### src/cbt_pkg.sv
package cbt_pkg;
    // clock
    localparam int CLK_PERIOD_NS = 20;

    // register map, byte addresses inside the slave window
    localparam int ADDR_W = 12;
    localparam logic [11:0] OFS_BIT_TIMING = 12'h000;
    localparam logic [11:0] OFS_RX_FLAGS = 12'h004;
    localparam logic [11:0] OFS_RX_IRQ_EN = 12'h008;
    localparam logic [11:0] OFS_MODE_STATUS = 12'h00C;

    // bit_timing_segments fields
    localparam int TRIPLE_BIT = 7;
    localparam int SEG2_MSB = 6;
    localparam int SEG2_LSB = 4;
    localparam int SEG1_MSB = 3;
    localparam int SEG1_LSB = 0;
    localparam logic [7:0] BIT_TIMING_RESET = 8'h00;
    localparam logic [2:0] SEG2_MIN_CODE = 3'h1;
    localparam logic [3:0] SEG1_MIN_CODE = 4'h3;

    // receiver_flags and receiver_irq_enables fields
    localparam int WAKE_BIT = 7;
    localparam int CSC_BIT = 6;
    localparam int RXST_MSB = 5;
    localparam int RXST_LSB = 4;
    localparam int TXST_MSB = 3;
    localparam int TXST_LSB = 2;
    localparam int OVR_BIT = 1;
    localparam int RXF_BIT = 0;
    localparam logic [3:0] FLAGS_RESET = 4'h0;
    localparam logic [3:0] IRQ_EN_RESET = 4'h0;

    // mode_status fields
    localparam int STAT_INIT_BIT = 0;
    localparam int STAT_SEG_BAD_BIT = 1;

    // error counter limits
    localparam logic [8:0] WARN_LIMIT = 9'h060;
    localparam logic [8:0] PASSIVE_LIMIT = 9'h07F;
    localparam logic [8:0] BUSOFF_LIMIT = 9'h0FF;

    // bit timing
    localparam int TQ_IDX_W = 5;
    localparam int PRESC_W = 6;

    // ahb-lite
    localparam logic [1:0] HTRANS_NONSEQ = 2'h2;

    typedef enum logic [1:0] {
        ERR_OK = 2'h0,
        ERR_WARN = 2'h1,
        ERR_PASSIVE = 2'h2,
        ERR_BUSOFF = 2'h3
    } cbt_err_type;

    typedef enum logic {
        AHB_IDLE = 1'b0,
        AHB_READ_WAIT = 1'b1
    } cbt_ahb_type;
endpackage : cbt_pkg

### src/cbt_err_state.sv
`timescale 1ns/1ps
module cbt_err_state (
    // clock and reset
    input wire logic clk,
    input wire logic rst_n,
    // error counters
    input wire logic [8:0] tx_count,
    input wire logic [7:0] rx_count,
    // live states
    output cbt_pkg::cbt_err_type rx_state_q,
    output cbt_pkg::cbt_err_type tx_state_q
);
    wire logic bus_off = tx_count > cbt_pkg::BUSOFF_LIMIT;
    wire logic [8:0] rx_wide = {1'b0, rx_count};
    cbt_pkg::cbt_err_type rx_d;
    cbt_pkg::cbt_err_type tx_d;

    // bus-off overrides the receiver state as well
    assign rx_d = cbt_pkg::cbt_err_type'(bus_off ? cbt_pkg::ERR_BUSOFF :
        (rx_wide > cbt_pkg::PASSIVE_LIMIT) ? cbt_pkg::ERR_PASSIVE :
        (rx_wide > cbt_pkg::WARN_LIMIT) ? cbt_pkg::ERR_WARN : cbt_pkg::ERR_OK);
    assign tx_d = cbt_pkg::cbt_err_type'(bus_off ? cbt_pkg::ERR_BUSOFF :
        (tx_count > cbt_pkg::PASSIVE_LIMIT) ? cbt_pkg::ERR_PASSIVE :
        (tx_count > cbt_pkg::WARN_LIMIT) ? cbt_pkg::ERR_WARN : cbt_pkg::ERR_OK);

    always_ff @(posedge clk or negedge rst_n) begin
        if (!rst_n) begin
            rx_state_q <= cbt_pkg::ERR_OK;
            tx_state_q <= cbt_pkg::ERR_OK;
        end else begin
            rx_state_q <= rx_d;
            tx_state_q <= tx_d;
        end
    end
endmodule : cbt_err_state

### src/cbt_bit_timer.sv
`timescale 1ns/1ps
module cbt_bit_timer (
    // clock and reset
    input wire logic clk,
    input wire logic rst_n,
    // configuration
    input wire logic run,
    input wire logic [5:0] prescaler,
    input wire logic [3:0] seg1,
    input wire logic [2:0] seg2,
    input wire logic triple,
    // filtered bus level
    input wire logic rx,
    // results
    output logic tq_tick_q,
    output logic bit_q,
    output logic bit_valid_q
);
    localparam int IW = cbt_pkg::TQ_IDX_W;
    logic [5:0] presc_cnt_q;
    logic [IW-1:0] idx_q;
    logic [1:0] early_q;
    wire logic tick = run && (presc_cnt_q == prescaler);
    // sync quantum is index 0, then seg1+1 quanta, then seg2+1 quanta
    wire logic [IW-1:0] triple_sample_sel_idx = IW'(seg1) + IW'(1);
    wire logic [IW-1:0] last_idx = IW'(seg1) + IW'(seg2) + IW'(2);
    wire logic at_triple_sample_sel = tick && (idx_q == triple_sample_sel_idx);
    wire logic majority = (early_q[0] & early_q[1]) | (early_q[0] & rx) | (early_q[1] & rx);

    always_ff @(posedge clk or negedge rst_n) begin
        if (!rst_n) begin
            presc_cnt_q <= 6'h00;
        end else if (!run || tick) begin
            presc_cnt_q <= 6'h00;
        end else begin
            presc_cnt_q <= presc_cnt_q + 6'h01;
        end
    end

    always_ff @(posedge clk or negedge rst_n) begin
        if (!rst_n) begin
            idx_q <= '0;
        end else if (!run) begin
            idx_q <= '0;
        end else if (tick) begin
            idx_q <= (idx_q >= last_idx) ? '0 : idx_q + IW'(1);
        end
    end

    // the two extra samples sit in the last quanta before the sample point
    always_ff @(posedge clk or negedge rst_n) begin
        if (!rst_n) begin
            early_q <= 2'h0;
        end else if (tick && idx_q == triple_sample_sel_idx - IW'(2)) begin
            early_q[0] <= rx;
        end else if (tick && idx_q == triple_sample_sel_idx - IW'(1)) begin
            early_q[1] <= rx;
        end
    end

    always_ff @(posedge clk or negedge rst_n) begin
        if (!rst_n) begin
            tq_tick_q <= 1'b0;
            bit_q <= 1'b1;
            bit_valid_q <= 1'b0;
        end else begin
            tq_tick_q <= tick;
            bit_valid_q <= at_triple_sample_sel;
            if (at_triple_sample_sel) begin
                bit_q <= triple ? majority : rx;
            end
        end
    end

    // helper counters for period checks
    logic [6:0] since_tick_q;
    logic [IW:0] quanta_q;
    always_ff @(posedge clk or negedge rst_n) begin
        if (!rst_n) begin
            since_tick_q <= 7'h00;
            quanta_q <= '0;
        end else begin
            since_tick_q <= (!run || tick) ? 7'h00 : since_tick_q + 7'h01;
            if (!run || (tick && idx_q >= last_idx)) begin
                quanta_q <= '0;
            end else if (tick) begin
                quanta_q <= quanta_q + (IW+1)'(1);
            end
        end
    end
endmodule : cbt_bit_timer

### src/cbt_top.sv
// The AHB-Lite register port and the address map are this design's own decisions.
`timescale 1ns/1ps
module cbt_top (
    // clock and reset
    input wire logic CLOCK,
    input wire logic RST_B,
    // ahb-lite slave
    input wire logic HSEL,
    input wire logic [31:0] HADDR,
    input wire logic [1:0] HTRANS,
    input wire logic HWRITE,
    input wire logic [2:0] HSIZE,
    input wire logic [31:0] HWDATA,
    input wire logic HREADY,
    output logic [31:0] HRDATA,
    output logic HREADYOUT,
    output logic HRESP,
    // controller side
    input wire logic INIT_REQUEST,
    input wire logic INIT_ACK,
    input wire logic SLEEP_ACTIVE,
    input wire logic WAKEUP_ENABLE,
    input wire logic [5:0] PRESCALER,
    input wire logic [8:0] TX_ERROR_COUNT,
    input wire logic [7:0] RX_ERROR_COUNT,
    input wire logic OVERRUN_EVENT,
    input wire logic RX_MSG_SHIFTED,
    // can bus
    input wire logic CAN_RX,
    // bit timing results
    output logic TQ_TICK,
    output logic RX_BIT,
    output logic RX_BIT_VALID,
    output logic SEG_CFG_INVALID,
    // interrupts and fifo gate
    output logic WAKEUP_IRQ,
    output logic ERROR_IRQ,
    output logic RX_IRQ,
    output logic FIFO_ADVANCE_OK
);
    // flag vector order: wake, status change, overrun, receive full
    localparam int F_WAKE = 3;
    localparam int F_CSC = 2;
    localparam int F_OVR = 1;
    localparam int F_RXF = 0;

    // bus pin synchroniser
    logic [2:0] rx_sync_q;
    logic rx_level_q;
    always_ff @(posedge CLOCK or negedge RST_B) begin
        if (!RST_B) begin
            rx_sync_q <= 3'h7;
            rx_level_q <= 1'b1;
        end else begin
            rx_sync_q <= {rx_sync_q[1:0], CAN_RX};
            if (rx_sync_q[1] == rx_sync_q[2]) begin
                rx_level_q <= rx_sync_q[2];
            end
        end
    end

    wire logic init_mode = INIT_REQUEST && INIT_ACK;
    wire logic run_mode = !INIT_REQUEST && !INIT_ACK;

    // ahb-lite slave: writes have no wait state, reads one
    cbt_pkg::cbt_ahb_type ahb_q;
    logic wr_pend_q;
    logic [11:0] addr_q;
    logic hready_q;
    logic [31:0] hrdata_q;
    wire logic take = HSEL && HTRANS == cbt_pkg::HTRANS_NONSEQ && HREADY;
    wire logic hit_btr = addr_q == cbt_pkg::OFS_BIT_TIMING;
    wire logic hit_flg = addr_q == cbt_pkg::OFS_RX_FLAGS;
    wire logic hit_ien = addr_q == cbt_pkg::OFS_RX_IRQ_EN;
    wire logic hit_sts = addr_q == cbt_pkg::OFS_MODE_STATUS;

    always_ff @(posedge CLOCK or negedge RST_B) begin
        if (!RST_B) begin
            ahb_q <= cbt_pkg::AHB_IDLE;
            wr_pend_q <= 1'b0;
            addr_q <= 12'h000;
            hready_q <= 1'b1;
        end else begin
            case (ahb_q)
                cbt_pkg::AHB_IDLE: begin
                    wr_pend_q <= take && HWRITE;
                    if (take) begin
                        addr_q <= HADDR[11:0];
                    end
                    if (take && !HWRITE) begin
                        ahb_q <= cbt_pkg::AHB_READ_WAIT;
                        hready_q <= 1'b0;
                    end
                end
                cbt_pkg::AHB_READ_WAIT: begin
                    ahb_q <= cbt_pkg::AHB_IDLE;
                    hready_q <= 1'b1;
                end
                default: begin
                    ahb_q <= cbt_pkg::AHB_IDLE;
                    hready_q <= 1'b1;
                    wr_pend_q <= 1'b0;
                end
            endcase
        end
    end

    // bit_timing_segments
    logic [7:0] btr_q;
    wire logic wr_btr = wr_pend_q && hit_btr && init_mode;
    always_ff @(posedge CLOCK or negedge RST_B) begin
        if (!RST_B) begin
            btr_q <= cbt_pkg::BIT_TIMING_RESET;
        end else if (wr_btr) begin
            btr_q <= HWDATA[7:0];
        end
    end
    wire logic [3:0] seg1 = btr_q[cbt_pkg::SEG1_MSB:cbt_pkg::SEG1_LSB];
    wire logic [2:0] seg2 = btr_q[cbt_pkg::SEG2_MSB:cbt_pkg::SEG2_LSB];
    wire logic seg_bad = seg2 < cbt_pkg::SEG2_MIN_CODE || seg1 < cbt_pkg::SEG1_MIN_CODE;

    cbt_bit_timer u_timer (
        .clk(CLOCK),
        .rst_n(RST_B),
        .run(!init_mode),
        .prescaler(PRESCALER),
        .seg1(seg1),
        .seg2(seg2),
        .triple(btr_q[cbt_pkg::TRIPLE_BIT]),
        .rx(rx_level_q),
        .tq_tick_q(TQ_TICK),
        .bit_q(RX_BIT),
        .bit_valid_q(RX_BIT_VALID)
    );

    // counter-derived bus state, shown copy frozen while status change pends
    cbt_pkg::cbt_err_type rx_live;
    cbt_pkg::cbt_err_type tx_live;
    cbt_pkg::cbt_err_type rx_prev_q;
    cbt_pkg::cbt_err_type tx_prev_q;
    cbt_pkg::cbt_err_type rx_shown_q;
    cbt_pkg::cbt_err_type tx_shown_q;

    cbt_err_state u_err (
        .clk(CLOCK),
        .rst_n(RST_B),
        .tx_count(TX_ERROR_COUNT),
        .rx_count(RX_ERROR_COUNT),
        .rx_state_q(rx_live),
        .tx_state_q(tx_live)
    );

    logic [3:0] flag_q;
    wire logic live_chg = rx_live != rx_prev_q || tx_live != tx_prev_q;
    wire logic shown_stale = rx_live != rx_shown_q || tx_live != tx_shown_q;

    // init does not touch the shown state; it tracks because the flag is held clear
    always_ff @(posedge CLOCK or negedge RST_B) begin
        if (!RST_B) begin
            rx_prev_q <= cbt_pkg::ERR_OK;
            tx_prev_q <= cbt_pkg::ERR_OK;
            rx_shown_q <= cbt_pkg::ERR_OK;
            tx_shown_q <= cbt_pkg::ERR_OK;
        end else begin
            rx_prev_q <= rx_live;
            tx_prev_q <= tx_live;
            if (!flag_q[F_CSC]) begin
                rx_shown_q <= rx_live;
                tx_shown_q <= tx_live;
            end
        end
    end

    // receiver_flags: set wins over clear, set term also blocks the clear
    wire logic wr_flg = wr_pend_q && hit_flg && run_mode;
    wire logic [3:0] flag_set;
    wire logic [3:0] flag_clr;
    assign flag_set[F_WAKE] = SLEEP_ACTIVE && WAKEUP_ENABLE && !rx_level_q;
    // while pending only a fresh change holds it, so the clear is not blocked forever
    assign flag_set[F_CSC] = flag_q[F_CSC] ? live_chg : shown_stale;
    assign flag_set[F_OVR] = OVERRUN_EVENT;
    assign flag_set[F_RXF] = RX_MSG_SHIFTED;
    assign flag_clr = wr_flg ? {HWDATA[cbt_pkg::WAKE_BIT], HWDATA[cbt_pkg::CSC_BIT],
        HWDATA[cbt_pkg::OVR_BIT], HWDATA[cbt_pkg::RXF_BIT]} : 4'h0;

    genvar gi;
    generate
        for (gi = 0; gi < 4; gi++) begin : g_flag
            always_ff @(posedge CLOCK or negedge RST_B) begin
                if (!RST_B) begin
                    flag_q[gi] <= cbt_pkg::FLAGS_RESET[gi];
                end else if (init_mode) begin
                    flag_q[gi] <= cbt_pkg::FLAGS_RESET[gi];
                end else if (flag_set[gi]) begin
                    flag_q[gi] <= 1'b1;
                end else if (flag_clr[gi]) begin
                    flag_q[gi] <= 1'b0;
                end
            end
        end
    endgenerate

    // receiver_irq_enables, same bit order as the flags
    logic [3:0] ien_q;
    wire logic wr_ien = wr_pend_q && hit_ien && run_mode;
    always_ff @(posedge CLOCK or negedge RST_B) begin
        if (!RST_B) begin
            ien_q <= cbt_pkg::IRQ_EN_RESET;
        end else if (init_mode) begin
            ien_q <= cbt_pkg::IRQ_EN_RESET;
        end else if (wr_ien) begin
            ien_q <= {HWDATA[cbt_pkg::WAKE_BIT], HWDATA[cbt_pkg::CSC_BIT],
                HWDATA[cbt_pkg::OVR_BIT], HWDATA[cbt_pkg::RXF_BIT]};
        end
    end

    // read mux; reserved bits read zero
    wire logic [7:0] flg_rd = {flag_q[F_WAKE], flag_q[F_CSC], rx_shown_q, tx_shown_q, flag_q[F_OVR], flag_q[F_RXF]};
    wire logic [7:0] ien_rd = {ien_q[F_WAKE], ien_q[F_CSC], 4'h0, ien_q[F_OVR], ien_q[F_RXF]};
    wire logic [7:0] sts_rd = {6'h00, seg_bad, init_mode};
    wire logic [7:0] rd_mux = hit_btr ? btr_q : hit_flg ? flg_rd : hit_ien ? ien_rd : hit_sts ? sts_rd : 8'h00;

    wire logic [3:0] irq_on = flag_q & ien_q;
    always_ff @(posedge CLOCK or negedge RST_B) begin
        if (!RST_B) begin
            hrdata_q <= 32'h00000000;
            SEG_CFG_INVALID <= 1'b1;
            WAKEUP_IRQ <= 1'b0;
            ERROR_IRQ <= 1'b0;
            RX_IRQ <= 1'b0;
            FIFO_ADVANCE_OK <= 1'b1;
        end else begin
            if (ahb_q == cbt_pkg::AHB_READ_WAIT) begin
                hrdata_q <= {24'h000000, rd_mux};
            end
            SEG_CFG_INVALID <= seg_bad;
            WAKEUP_IRQ <= irq_on[F_WAKE];
            ERROR_IRQ <= irq_on[F_CSC] || irq_on[F_OVR];
            RX_IRQ <= irq_on[F_RXF];
            FIFO_ADVANCE_OK <= !flag_set[F_RXF] && !flag_q[F_RXF];
        end
    end

    assign HRDATA = hrdata_q;
    assign HREADYOUT = hready_q;
    assign HRESP = 1'b0;
endmodule : cbt_top

### config.mk
export PLATFORM = sky130hd
export DESIGN_NAME = cbt_top
export DESIGN_NICKNAME = d
export VERILOG_FILES = /design/src/cbt_pkg.sv /design/src/cbt_err_state.sv /design/src/cbt_bit_timer.sv /design/src/cbt_top.sv
export SDC_FILE = /design/constraint.sdc
export NUM_CORES = 1
export LEC_CHECK = 0
export BUFFER_PORTS_ARGS = -buffer_cell sky130_fd_sc_hd__buf_2
export CAP_MARGIN = 20
export CORE_MARGIN = 10
export CORE_UTILIZATION = 40
export CTS_CLUSTER_SIZE = 12
export DETAILED_ROUTE_END_ITERATION = 7
export HOLD_SLACK_MARGIN = 0.1
export PLACE_DENSITY_LB_ADDON = 0.12
export SKIP_CTS_REPAIR_TIMING = 1
export SYNTH_ARGS = -nofsm -noshare
export SYNTH_HDL_FRONTEND = slang
export SYNTH_SLANG_ARGS = --single-unit
### constraint.sdc
create_clock -name CLOCK -period 3.43 [get_ports CLOCK]
set_input_delay 0.686 -clock CLOCK [delete_from_list [all_inputs] [get_ports CLOCK]]
set_output_delay 0.686 -clock CLOCK [all_outputs]
set_load 0.005 [all_outputs]
; Yosys cells after proc, flatten, opt, wreduce, memory -nomap -nowiden
; Cells that the tools add are included.
[word_totals]
in_bits = 104
register_bits = 76
[classes]
reduce_logical = 40
eq_ne = 14
order_cmp = 8
mux = 35
addsub = 7
n_bitwise = 8
[ops]
columns = operator, count
row1 = $eq A12 B4 Y1 const B, 2
row2 = $mux W8, 3
row3 = $logic_and A1 B1 Y1, 19
row4 = $gt A9 B7 Y1 const B, 2
row5 = $mux W1, 18
row6 = $gt A8 B7 Y1 const B, 2
row7 = $eq A5 B5 Y1, 3
row8 = $mux W5, 3
row9 = $eq A12 B3 Y1 const B, 1
row10 = $logic_not A12 Y1, 1
row11 = $mux W4, 3
row12 = $reduce_bool A3 Y1, 4
row13 = $mux W2, 5
row14 = $gt A9 B8 Y1 const B, 1
row15 = $ne A2 B2 Y1, 4
row16 = $logic_not A1 Y1, 7
row17 = $add A6 B1 Y6 const B, 1
row18 = $eq A6 B6 Y1, 1
row19 = $mux W6, 1
row20 = $add A4 B1 Y5 const B, 1
row21 = $add A4 B3 Y5, 1
row22 = $add A5 B1 Y5 const B, 1
row23 = $add A5 B2 Y5 const B, 1
row24 = $ge A5 B5 Y1, 1
row25 = 15 further kinds, 26

; Depth between registers and ports, before layout
; Gate-level depths: netlist (run 1).
[logic_depth]
depth_word = 7
ltp_mapped = 10
depth_no_buf = 10

; Modules after synthesis
; From an unflattened synthesis (run 1), not the netlist that was laid out.
[hier_totals]
cells_unflattened = 371
hier_area_um2 = 4111.4
[by_module_without_submodules]
columns = module, instances, seq_area_each_um2, area_each_um2, cells_per_inst
row1 = cbt_top, 1, 1410.1, 2590.0, 205
row2 = cbt_bit_timer, 1, 401.6, 1353.8, 152
row3 = cbt_err_state, 1, 100.1, 167.7, 14

; Least setup slack after synthesis (run 1)
; OpenSTA, ideal clock, no wires.
[synth_path]
path_type = reg2reg
from = register btr_q[1]
to = register u_timer.idx_q[2]
path_buffers = 0
slack_ns = 1.053
synth_period_minus_slack_ns = 2.377
stages_incl_launch_ff = 11
t_arrival_ns = 2.291
cell_sequence = dfrtp_1 -> inv_1 -> ha_1 -> inv_1 -> ha_1 -> fa_1 -> inv_1 -> ha_1 -> a211oi_1 -> o21ai_1 -> o211ai_1
[synth_between]
elab_chain_cells = 6
[synth_rtl]
columns = item, line
row1 = start: declaration, cbt_top.sv:109  ; logic [7:0] btr_q;
row2 = start signal: assignment, cbt_top.sv:113  ; btr_q <= cbt_pkg::BIT_TIMING_RESET;
row3 = start signal: assignment, cbt_top.sv:115  ; btr_q <= HWDATA[7:0];
row4 = $add A4 B3 Y5, cbt_bit_timer.sv:26  ; wire logic [IW-1:0] last_idx = IW'(seg1) + IW'(seg2) + IW'(2);
row5 = $add A5 B2 Y5, cbt_bit_timer.sv:26
row6 = $ge A5 B5 Y1, cbt_bit_timer.sv:46  ; idx_q <= (idx_q >= last_idx) ? '0 : idx_q + IW'(1);
row7 = $mux W5, cbt_bit_timer.sv:46
row8 = $mux W5, cbt_bit_timer.sv:45  ; end else if (tick) begin
row9 = $mux W5, cbt_bit_timer.sv:43  ; end else if (!run) begin
row10 = end signal: assignment, cbt_bit_timer.sv:46
row11 = end: declaration, cbt_bit_timer.sv:21  ; logic [IW-1:0] idx_q;
; No other way between the ends. The select of a mux whose other input is x is not followed.
; A chain may end at the register's enable or synchronous reset.

; Worst setup path in the final report (run 1)
; Ends and elaborated chain as after synthesis.

==> impl_summary.md, run 1 <==
Run status
The flow ran to the end, and the final reports show no timing, DRC or antenna violations.

Finish
From synthesis to final layout, the design area changed by 14.7%. The top cell types in the final layout, fill and taps aside, are sky130_fd_sc_hd__buf_2, sky130_fd_sc_hd__dfrtp_1, sky130_fd_sc_hd__conb_1. The net count of the finished layout is 552.

The number of filler instances in the final layout is 957. The finished layout holds 569 standard cells, fillers aside. The share of layout cells above drive strength 1 is between 20% and 30%.

The total inserted antenna cells is 0. The most common cell after layout, fill and taps aside is sky130_fd_sc_hd__buf_2.

Floorplanning
In this run the vertical extent of the chip is around 120 um. In this run the core area contains 36 standard-cell rows. The number of top-level design ports is 146.

Measured along the x axis, the die boundary spans 120 um. Once the floorplan was initialized, standard cells occupied 41.0% of the core. The total die area is 14400 um2. The area inside the core boundary is approximately 9700 um2.

Drt
For this block, the routed nets add up to 8640 um of wire. The final route contains 2716 vias. The final routed DRC violation total is 0. After detailed routing, the number of vias per cell comes to 4.77.

After the first detailed-routing iteration, the DRC count stood at between 100 and 150. The number of routed nets with antenna violations is 0. In the final routed layout, each cell accounts on average for 15.2 um. Before antenna repair, the detailed router went through 4 iterations.

GRT
The initial antenna violation count came to 0. The number of global-route vias before repair is a little over 3000. Summed over all layers, the global routing overflow is 0. The maximum number of pins on one net before global-route repair is 77. The first global-routing pass estimated 15000 um of wire. The global-route usage over all layers is 12.6%.

CTS
The clock tree root driver cell is sky130_fd_sc_hd__clkbuf_8. The count of clock tree sinks is 76. Clock-pin slew was measured on the worst setup and hold paths at 0.08 ns. The CTS tree is yes. The CTS H-tree depth is 3. In this run, CTS created clock tree buffers numbering 9. The clock latency on the worst-skew pair is 0.35 ns. The maximum clock insertion buffer count is 2.

Yosys
By area, the combinational part of the netlist is dominated by simple AND/OR/NAND/NOR gates. In this run, synthesis inferred 0 flip-flops with an integrated enable. The xor and xnor area share after synthesis is 7.11%. A synthesized cell averages ~11 um2. The multiplexer share of the synthesized area is a little under a tenth. The complex-gate fraction of the synthesized area is under 10%. The area share of and/or/nand/nor cells after synthesis is 11.8%. The number of distinct library cell variants in the gate-level netlist after synthesis is 63.

After synthesis the cells add up to 3990 um2. For this run, the leading register cell type out of synthesis is sky130_fd_sc_hd__dfrtp_1. The adder-cell area share of the yosys netlist is 5.77%. In this run, synthesis produced a sequential element count of 76. The register area share after synthesis is a little under half. The gate count of the mapped netlist is 360. For this run, asynchronously set or reset flops after synthesis account for 100%. The number of warning messages in the yosys log is 0.

Timing
For this run, the top clock speed supported by timing is 380 MHz. The setup TNS is 0 ns. Setup repair after global routing left no endpoint under its margin.

The post-route clock skew is 0.00778 ns. Setup violations remaining at the end of the flow were counted as 0. In the post-route analysis, the smallest setup slack over all paths is around 0.80 ns. The clock period could shrink to around 2.6 ns. The number of endpoints with negative hold slack in the final report came to 0.

The headroom to the max-slew limit is 35.4%. Of the available clock period, the critical path in the final layout requires 76.8%. At the pin with the least slew margin, the transition time is just under 1 ns. The number of slew-limit violations in the final report was 0.

Worst setup path
The launching point of the worst reg2reg path is btr_q[1]$_DFFE_PN0P_. The type of the worst setup path is flip-flop to flip-flop. Data on the critical path is required at its endpoint by 3.69 ns. The number of cells traversed by the worst register-to-register path is 10. At the worst endpoint, the arrival time is 2.90 ns. Tracing the worst setup path back leads to its startpoint at btr_q[1]$_DFFE_PN0P_.

The endpoint of the most critical register-to-register path is u_timer.idx_q[2]$_DFFE_PN0N_. In this run the worst path has a maximum fanout of 7. The kind of start point of the critical path is a flip-flop. STA classifies the critical path endpoint as a flip-flop. For flop-to-flop paths, the worst setup slack is 0.80 ns.

Worst hold path
The worst hold path cell count is 0. The worst hold path terminates at rx_sync_q[1]$_DFF_PN1_. The startpoint of the most critical hold path is rx_sync_q[0]$_DFF_PN1_. The class of the tightest hold or removal check is flip-flop to flip-flop.

Power
The power density relative to cell area is 470 nW/um2. The leakage power is approximately 2.2 nW. VDD sags by at most approximately 0.25 mV.

Placed design
The HPWL after detailed placement is roughly 6700 um. The count of input and output buffers is 73. The setup slack at placement is 0.831 ns.

The congestion estimate from routability-driven global placement came to 0.792. After detailed placement, the design holds a cell count of 553.

Job
The max-cap violation count is 0.
-- layout make-up --
cell class | instances | area, um2 | share of cell area, %
Clock buffer | 12 | 145 | 3.17
Timing Repair Buffer | 73 | 368 | 8.03
Multi-Input combinational cell | 251 | 1840 | 40.2
Sequential cell | 76 | 1910 | 41.7
Clock inverter | 4 | 72.6 | 1.58
Tap cell | 133 | 166 | 3.63
Inverter | 20 | 75.1 | 1.64
-- power breakdown --
part	leakage (nW)	switching (mW)	total, mW	internal [mW]
clock network	0.107	0.324	0.753	0.429
logic	1.14	0.139	0.304	0.165
registers	0.947	0.0984	1.10	0.999
-- through the flow --
| step | utilization (%) | hold WS [ns] | instance area [um2] | power (mW) |
|---|---|---|---|---|
| floorplan | - | 0.345 | 4080 | 1.32 |
| global placement | 44.8 | 0.347 | 4360 | 1.41 |
| detailed placement | 44.8 | 0.347 | 4360 | 1.42 |
| CTS | 47.1 | 0.363 | 4580 | 2.19 |
| global route | 47.1 | 0.377 | 4580 | 2.28 |
| finish | 47.1 | 0.356 | 4580 | 2.15 |
-- worst max path at each step --
stage / endpoint / slack [ns] / depth (start not counted)
floorplan: u_timer.idx_q[2]$_DFFE_PN0N_ / 1.05 / 10
global placement: u_timer.idx_q[2]$_DFFE_PN0N_ / 0.84 / 10
detailed placement: u_timer.idx_q[2]$_DFFE_PN0N_ / 0.83 / 10
CTS: u_timer.idx_q[2]$_DFFE_PN0N_ / 0.77 / 10
global route: u_timer.idx_q[2]$_DFFE_PN0N_ / 0.57 / 10
finish: u_timer.idx_q[2]$_DFFE_PN0N_ / 0.80 / 10
-- metal layers --
metal  GRT usage (%)  part of all wire (%)
met1            16.4                    47
met2            19.0                    45
met3            4.92                   7.3
met4            3.62                   1.1
met5               0                     0
-- kinds of logic after synthesis --
group	Yosys count
and+or+nand+nor	90
other	1
AOI/OAI and AO/OA	57
xor gates and xnor gates	30
DFF	76
adders and majority gates	18
buffers and inverters	57
muxes	31
-- sequential cells by signal (all words and copies together) (netlist names), 2 cells and up --
name                 flops
u_timer.early_q          2
u_timer.presc_cnt_q      6
u_err.rx_state_q         2
rx_sync_q                3
rx_shown_q               2
rx_prev_q                2
tx_prev_q                2
ien_q                    4
u_timer.idx_q            5
flag_q                   4
btr_q                    8
u_err.tx_state_q         2
addr_q                  12
HRDATA                   8
tx_shown_q               2
-- synthesized netlist by cell type (all sizes together), types with 3 or more instances --
cell type   n  area share [%]
and3        3            0.50
buf        32             5.9
dfstp       8             5.3
a22oi       4            0.75
nand3       9             1.1
nand2b      4            0.63
nor3        9             1.4
nor4        3            0.63
ha         16             5.0
a31oi       3            0.47
nand4       3            0.47
a21oi       9             1.1
nor2       24             2.3
nand2      21             2.0
inv        20             1.9
mux2       29             8.3
o21a        4            0.75
and2        4            0.63
xor2       11             2.4
o21ai      16             2.0
xnor2      18             4.1
clkbuf      5            0.50
dfrtp      68              43
-- critical path, cell delays in order, from the launching register on --
cell and delay, ns:
sky130_fd_sc_hd__dfrtp_1 0.44, sky130_fd_sc_hd__inv_1 0.07, sky130_fd_sc_hd__ha_1 0.27, sky130_fd_sc_hd__inv_1 0.06, sky130_fd_sc_hd__ha_1 0.20, sky130_fd_sc_hd__fa_1 0.48
sky130_fd_sc_hd__inv_1 0.04, sky130_fd_sc_hd__ha_1 0.26, sky130_fd_sc_hd__a211oi_1 0.28, sky130_fd_sc_hd__o21ai_1 0.21, sky130_fd_sc_hd__o211ai_1 0.22
(Power assumes the default switching activity.)
==> run 2, diff against run 1 <==
==> constraint.sdc (replaced) <==
create_clock -name CLOCK -period 2.25 [get_ports CLOCK]
set_input_delay 0.45 -clock CLOCK [delete_from_list [all_inputs] [get_ports CLOCK]]
set_output_delay 0.45 -clock CLOCK [all_outputs]
set_load 0.005 [all_outputs]
==> impl_summary.md, run 2 (synthesis gave the netlist of run 1 again) <==
Placed design
The detailed-placement wirelength estimate is 6880 um (was 6660 um). The cell area after placement was 4540 um2 (was 4360 um2). The count of input and output buffers is 73 (unchanged). The count of placed standard cells including taps was 573 (was 553). The final estimated routing congestion in global placement was 0.802 (was 0.792).

Worst setup path
The kind of start point of the critical path is a flip-flop (unchanged). The data arrival time at the worst-slack endpoint is 2.57 ns (was 2.90 ns). The type of the worst setup path is flip-flop to flip-flop (unchanged). The biggest cell delay along the critical path came to 0.54 ns (was 0.48 ns). The endpoint of the most critical register-to-register path was u_timer.idx_q[2]$_DFFE_PN0N_ (unchanged). Ordered cell list for the critical path: inv_1, ha_4, inv_4, ha_4, fa_2, inv_2, ha_4, a211oi_4, o21ai_2, o211ai_1 (was inv_1, ha_1, inv_1, ha_1, fa_1, inv_1, ha_1, a211oi_1, o21ai_1, o211ai_1). The worst endpoint required time is 2.51 ns (was 3.69 ns). The setup slack of the most critical reg-to-reg path is -0.05 ns (was 0.80 ns). The endpoint type of the worst setup path is a flip-flop (unchanged). The number of cells traversed by the worst register-to-register path is 10 (unchanged).

The launching point of the worst reg2reg path was btr_q[5]$_DFFE_PN0P_ (was btr_q[1]$_DFFE_PN0P_). The library cell contributing the largest single delay on the critical path is sky130_fd_sc_hd__fa_2 (was sky130_fd_sc_hd__fa_1). The cell seen most often among critical-path stages is sky130_fd_sc_hd__ha_4. The maximum fanout count along the critical path was 5 (was 7).

Drt
The per-cell via count in the routed design is 4.82 (was 4.77). The count of vias placed by the detailed router is 2843 (was 2716). The final routed DRC violation total is 0 (unchanged). The total wire length after detailed routing came to 8840 um (was 8640 um). The number of routed nets with antenna violations is 0 (unchanged). The first-pass iteration count of the detailed router came to 4 (unchanged). The number of violations reported at the end of detailed-routing iteration 0 is 97 (was 116). The mean routed wirelength per cell came to 15.0 um (was 15.2 um).

Finish
The share of layout cells above drive strength 1 is 35.9% (was 28.9%). The final design area excluding fillers came to 4830 um2 (was 4580 um2). The number of filler instances in the final layout was 949 (was 957). Most frequent cells in the layout: sky130_fd_sc_hd__buf_2, sky130_fd_sc_hd__dfrtp_1, sky130_fd_sc_hd__conb_1 (unchanged).

The most flop-heavy register is addr_q (unchanged). The flip-flop count of the largest register, all copies and words added is 12 (unchanged). The filler-free cell count of the finished design came to 590 (was 569). The net count of the finished layout came to 573 (was 552). The most common cell after layout, fill and taps aside was sky130_fd_sc_hd__buf_2 (unchanged). The relative area change from synthesis to final layout is 21.1% (was 14.7%). The register area came to 1910 um2 (unchanged). The footprint of the multi-input gates was 1940 um2 (was 1840 um2). The total inserted antenna cells came to 0 (unchanged). The core utilization of the finished layout came to 49.7% (was 47.1%).

GRT
The global-route usage over all layers was 12.8% (was 12.6%). The global route total overflow is 0 (unchanged). The initial antenna violation count is 0 (unchanged). The maximum number of pins on one net before global-route repair was 46 (was 77). The number of global-route vias before repair is 3130 (was 3035). The global-route wire length before repair was 15200 um (was 15000 um).

Power
The maximum vdd drop is 0.394 mV (was 0.252 mV). The leakage power is 2.30 nW (was 2.19 nW). The power density relative to cell area is 663 nW/um2 (was 470 nW/um2).

The overall power consumption is 3.21 mW (was 2.15 mW).

Timing
Unrepaired setup endpoints after global routing: true (was false). The number of endpoints with negative hold slack in the final report is 0 (unchanged). The headroom to the max-slew limit was 61.2% (was 35.4%). The final worst slack is -0.0548 ns (was 0.797 ns).

The clock period minus worst slack came to 2.30 ns (was 2.63 ns). The final critical-path share of the clock period is 102% (was 76.8%). The transition time at the pin with the least slew margin is 0.582 ns (was 0.969 ns). The setup TNS is -0.0548 ns (was 0 ns). The achievable frequency came to 434 MHz (was 380 MHz). The post-route clock skew is 0.0120 ns (was 0.00778 ns). The number of slew-limit violations in the final report was 0 (unchanged).

The count of final setup violators is 1 (was 0).

Floorplanning
The number of top-level design ports is 146 (unchanged). The total die area came to 14400 um2 (unchanged). The area inside the core boundary came to 9730 um2 (unchanged).

The die width came to 120 um (unchanged). The standard-cell row count is 36 (unchanged). The die span in y is 120 um (unchanged). The initial core utilization was 41.0% (unchanged).

Run status
The final reports fail on setup timing. Run status: complete, but fails checks (was finished clean).

Job
The max-cap violation count was 0 (unchanged).

CTS
The clock tree root driver cell is sky130_fd_sc_hd__clkbuf_8 (unchanged). The CTS tree is yes (unchanged). The clock-pin slew of the registers on the worst-case setup and hold paths is 0.09 ns (was 0.08 ns). The count of clock tree sinks is 76 (unchanged). The CTS H-tree depth was 3 (unchanged). The clock latency on the worst-skew pair was 0.35 ns (about the same). The CTS buffer count came to 9 (unchanged).

The maximum clock insertion buffer count was 2 (unchanged).

Worst hold path
The class of the tightest hold or removal check is primary input to async pin (was flip-flop to flip-flop).
-- run 2: cell types whose count changed in the layout (fill, tap and decap cells not counted), moves of 2 or more --
| cell | previous run | this run |
|---|---|---|
| sky130_fd_sc_hd__ha_4 | 0 | 5 |
| sky130_fd_sc_hd__inv_2 | 0 | 3 |
| sky130_fd_sc_hd__ha_1 | 16 | 9 |
| sky130_fd_sc_hd__ha_2 | 0 | 2 |
| sky130_fd_sc_hd__o21ai_0 | 10 | 8 |
| sky130_fd_sc_hd__o21ai_2 | 0 | 3 |
| sky130_fd_sc_hd__buf_4 | 1 | 20 |
| sky130_fd_sc_hd__inv_1 | 20 | 16 |
-- run 2: worst max path at each step --
stage / startpoint / end / cells past startpoint
2_1_floorplan: btr_q[1]$_DFFE_PN0P_ / u_timer.idx_q[2]$_DFFE_PN0N_ / 10
3_3_place_gp: btr_q[1]$_DFFE_PN0P_ / u_timer.idx_q[2]$_DFFE_PN0N_ / 10
3_5_place_dp: btr_q[1]$_DFFE_PN0P_ / u_timer.idx_q[2]$_DFFE_PN0N_ / 10
4_1_cts: btr_q[1]$_DFFE_PN0P_ / u_timer.idx_q[2]$_DFFE_PN0N_ / 10
5_1_grt: btr_q[0]$_DFFE_PN0P_ / u_timer.idx_q[2]$_DFFE_PN0N_ / 9
6_report: btr_q[5]$_DFFE_PN0P_ / u_timer.idx_q[2]$_DFFE_PN0N_ / 10
-- run 2: area by class of cell --
cell class | count | area share [%]
clock inverter | 4 | 1.01
sequential | 76 | 39.5
tap | 133 | 3.44
clock buffer | 12 | 3.00
timing repair buffer | 94 | 11.2
multi-input combinational | 251 | 40.2
inverter | 20 | 1.60
-- run 2: power breakdown --
| part | internal [mW] | total (mW) | leakage (nW) | switching, mW |
|---|---|---|---|---|
| registers | 1.52 | 1.66 | 0.947 | 0.139 |
| logic | 0.270 | 0.497 | 1.26 | 0.227 |
| clock network | 0.543 | 1.05 | 0.100 | 0.505 |
-- run 2: routing by layer --
| layer | track usage [%] | vias up | part of all wire (%) |
|---|---|---|---|
| met5 | 0 | - | 0 |
| met3 | 3.89 | 11 | 6.7 |
| met2 | 20.4 | 83 | 47 |
| met4 | 5.13 | 0 | 1.6 |
| li1 | - | 1384 | - |
| met1 | 15.9 | 1365 | 45 |
-- run 2: worst max-delay path, delay by kind of cell, from the launching register on --
| kind | cells | cell delay (ns) |
|---|---|---|
| DFF | 1 | 0.35 |
| adders and majority gates | 4 | 1.17 |
| AOI/OAI and AO/OA | 3 | 0.55 |
| buffers and inverters | 3 | 0.16 |
-- run 2: per-stage QoR --
stage | setup slack, ns | hold slack [ns]
after floorplan | -0.0478 | 0.154
after global placement | -0.0827 | 0.350
after detailed placement | -0.121 | 0.349
after CTS | -0.162 | 0.109
after global routing | -0.168 | 0.134
final | -0.0548 | 0.0964
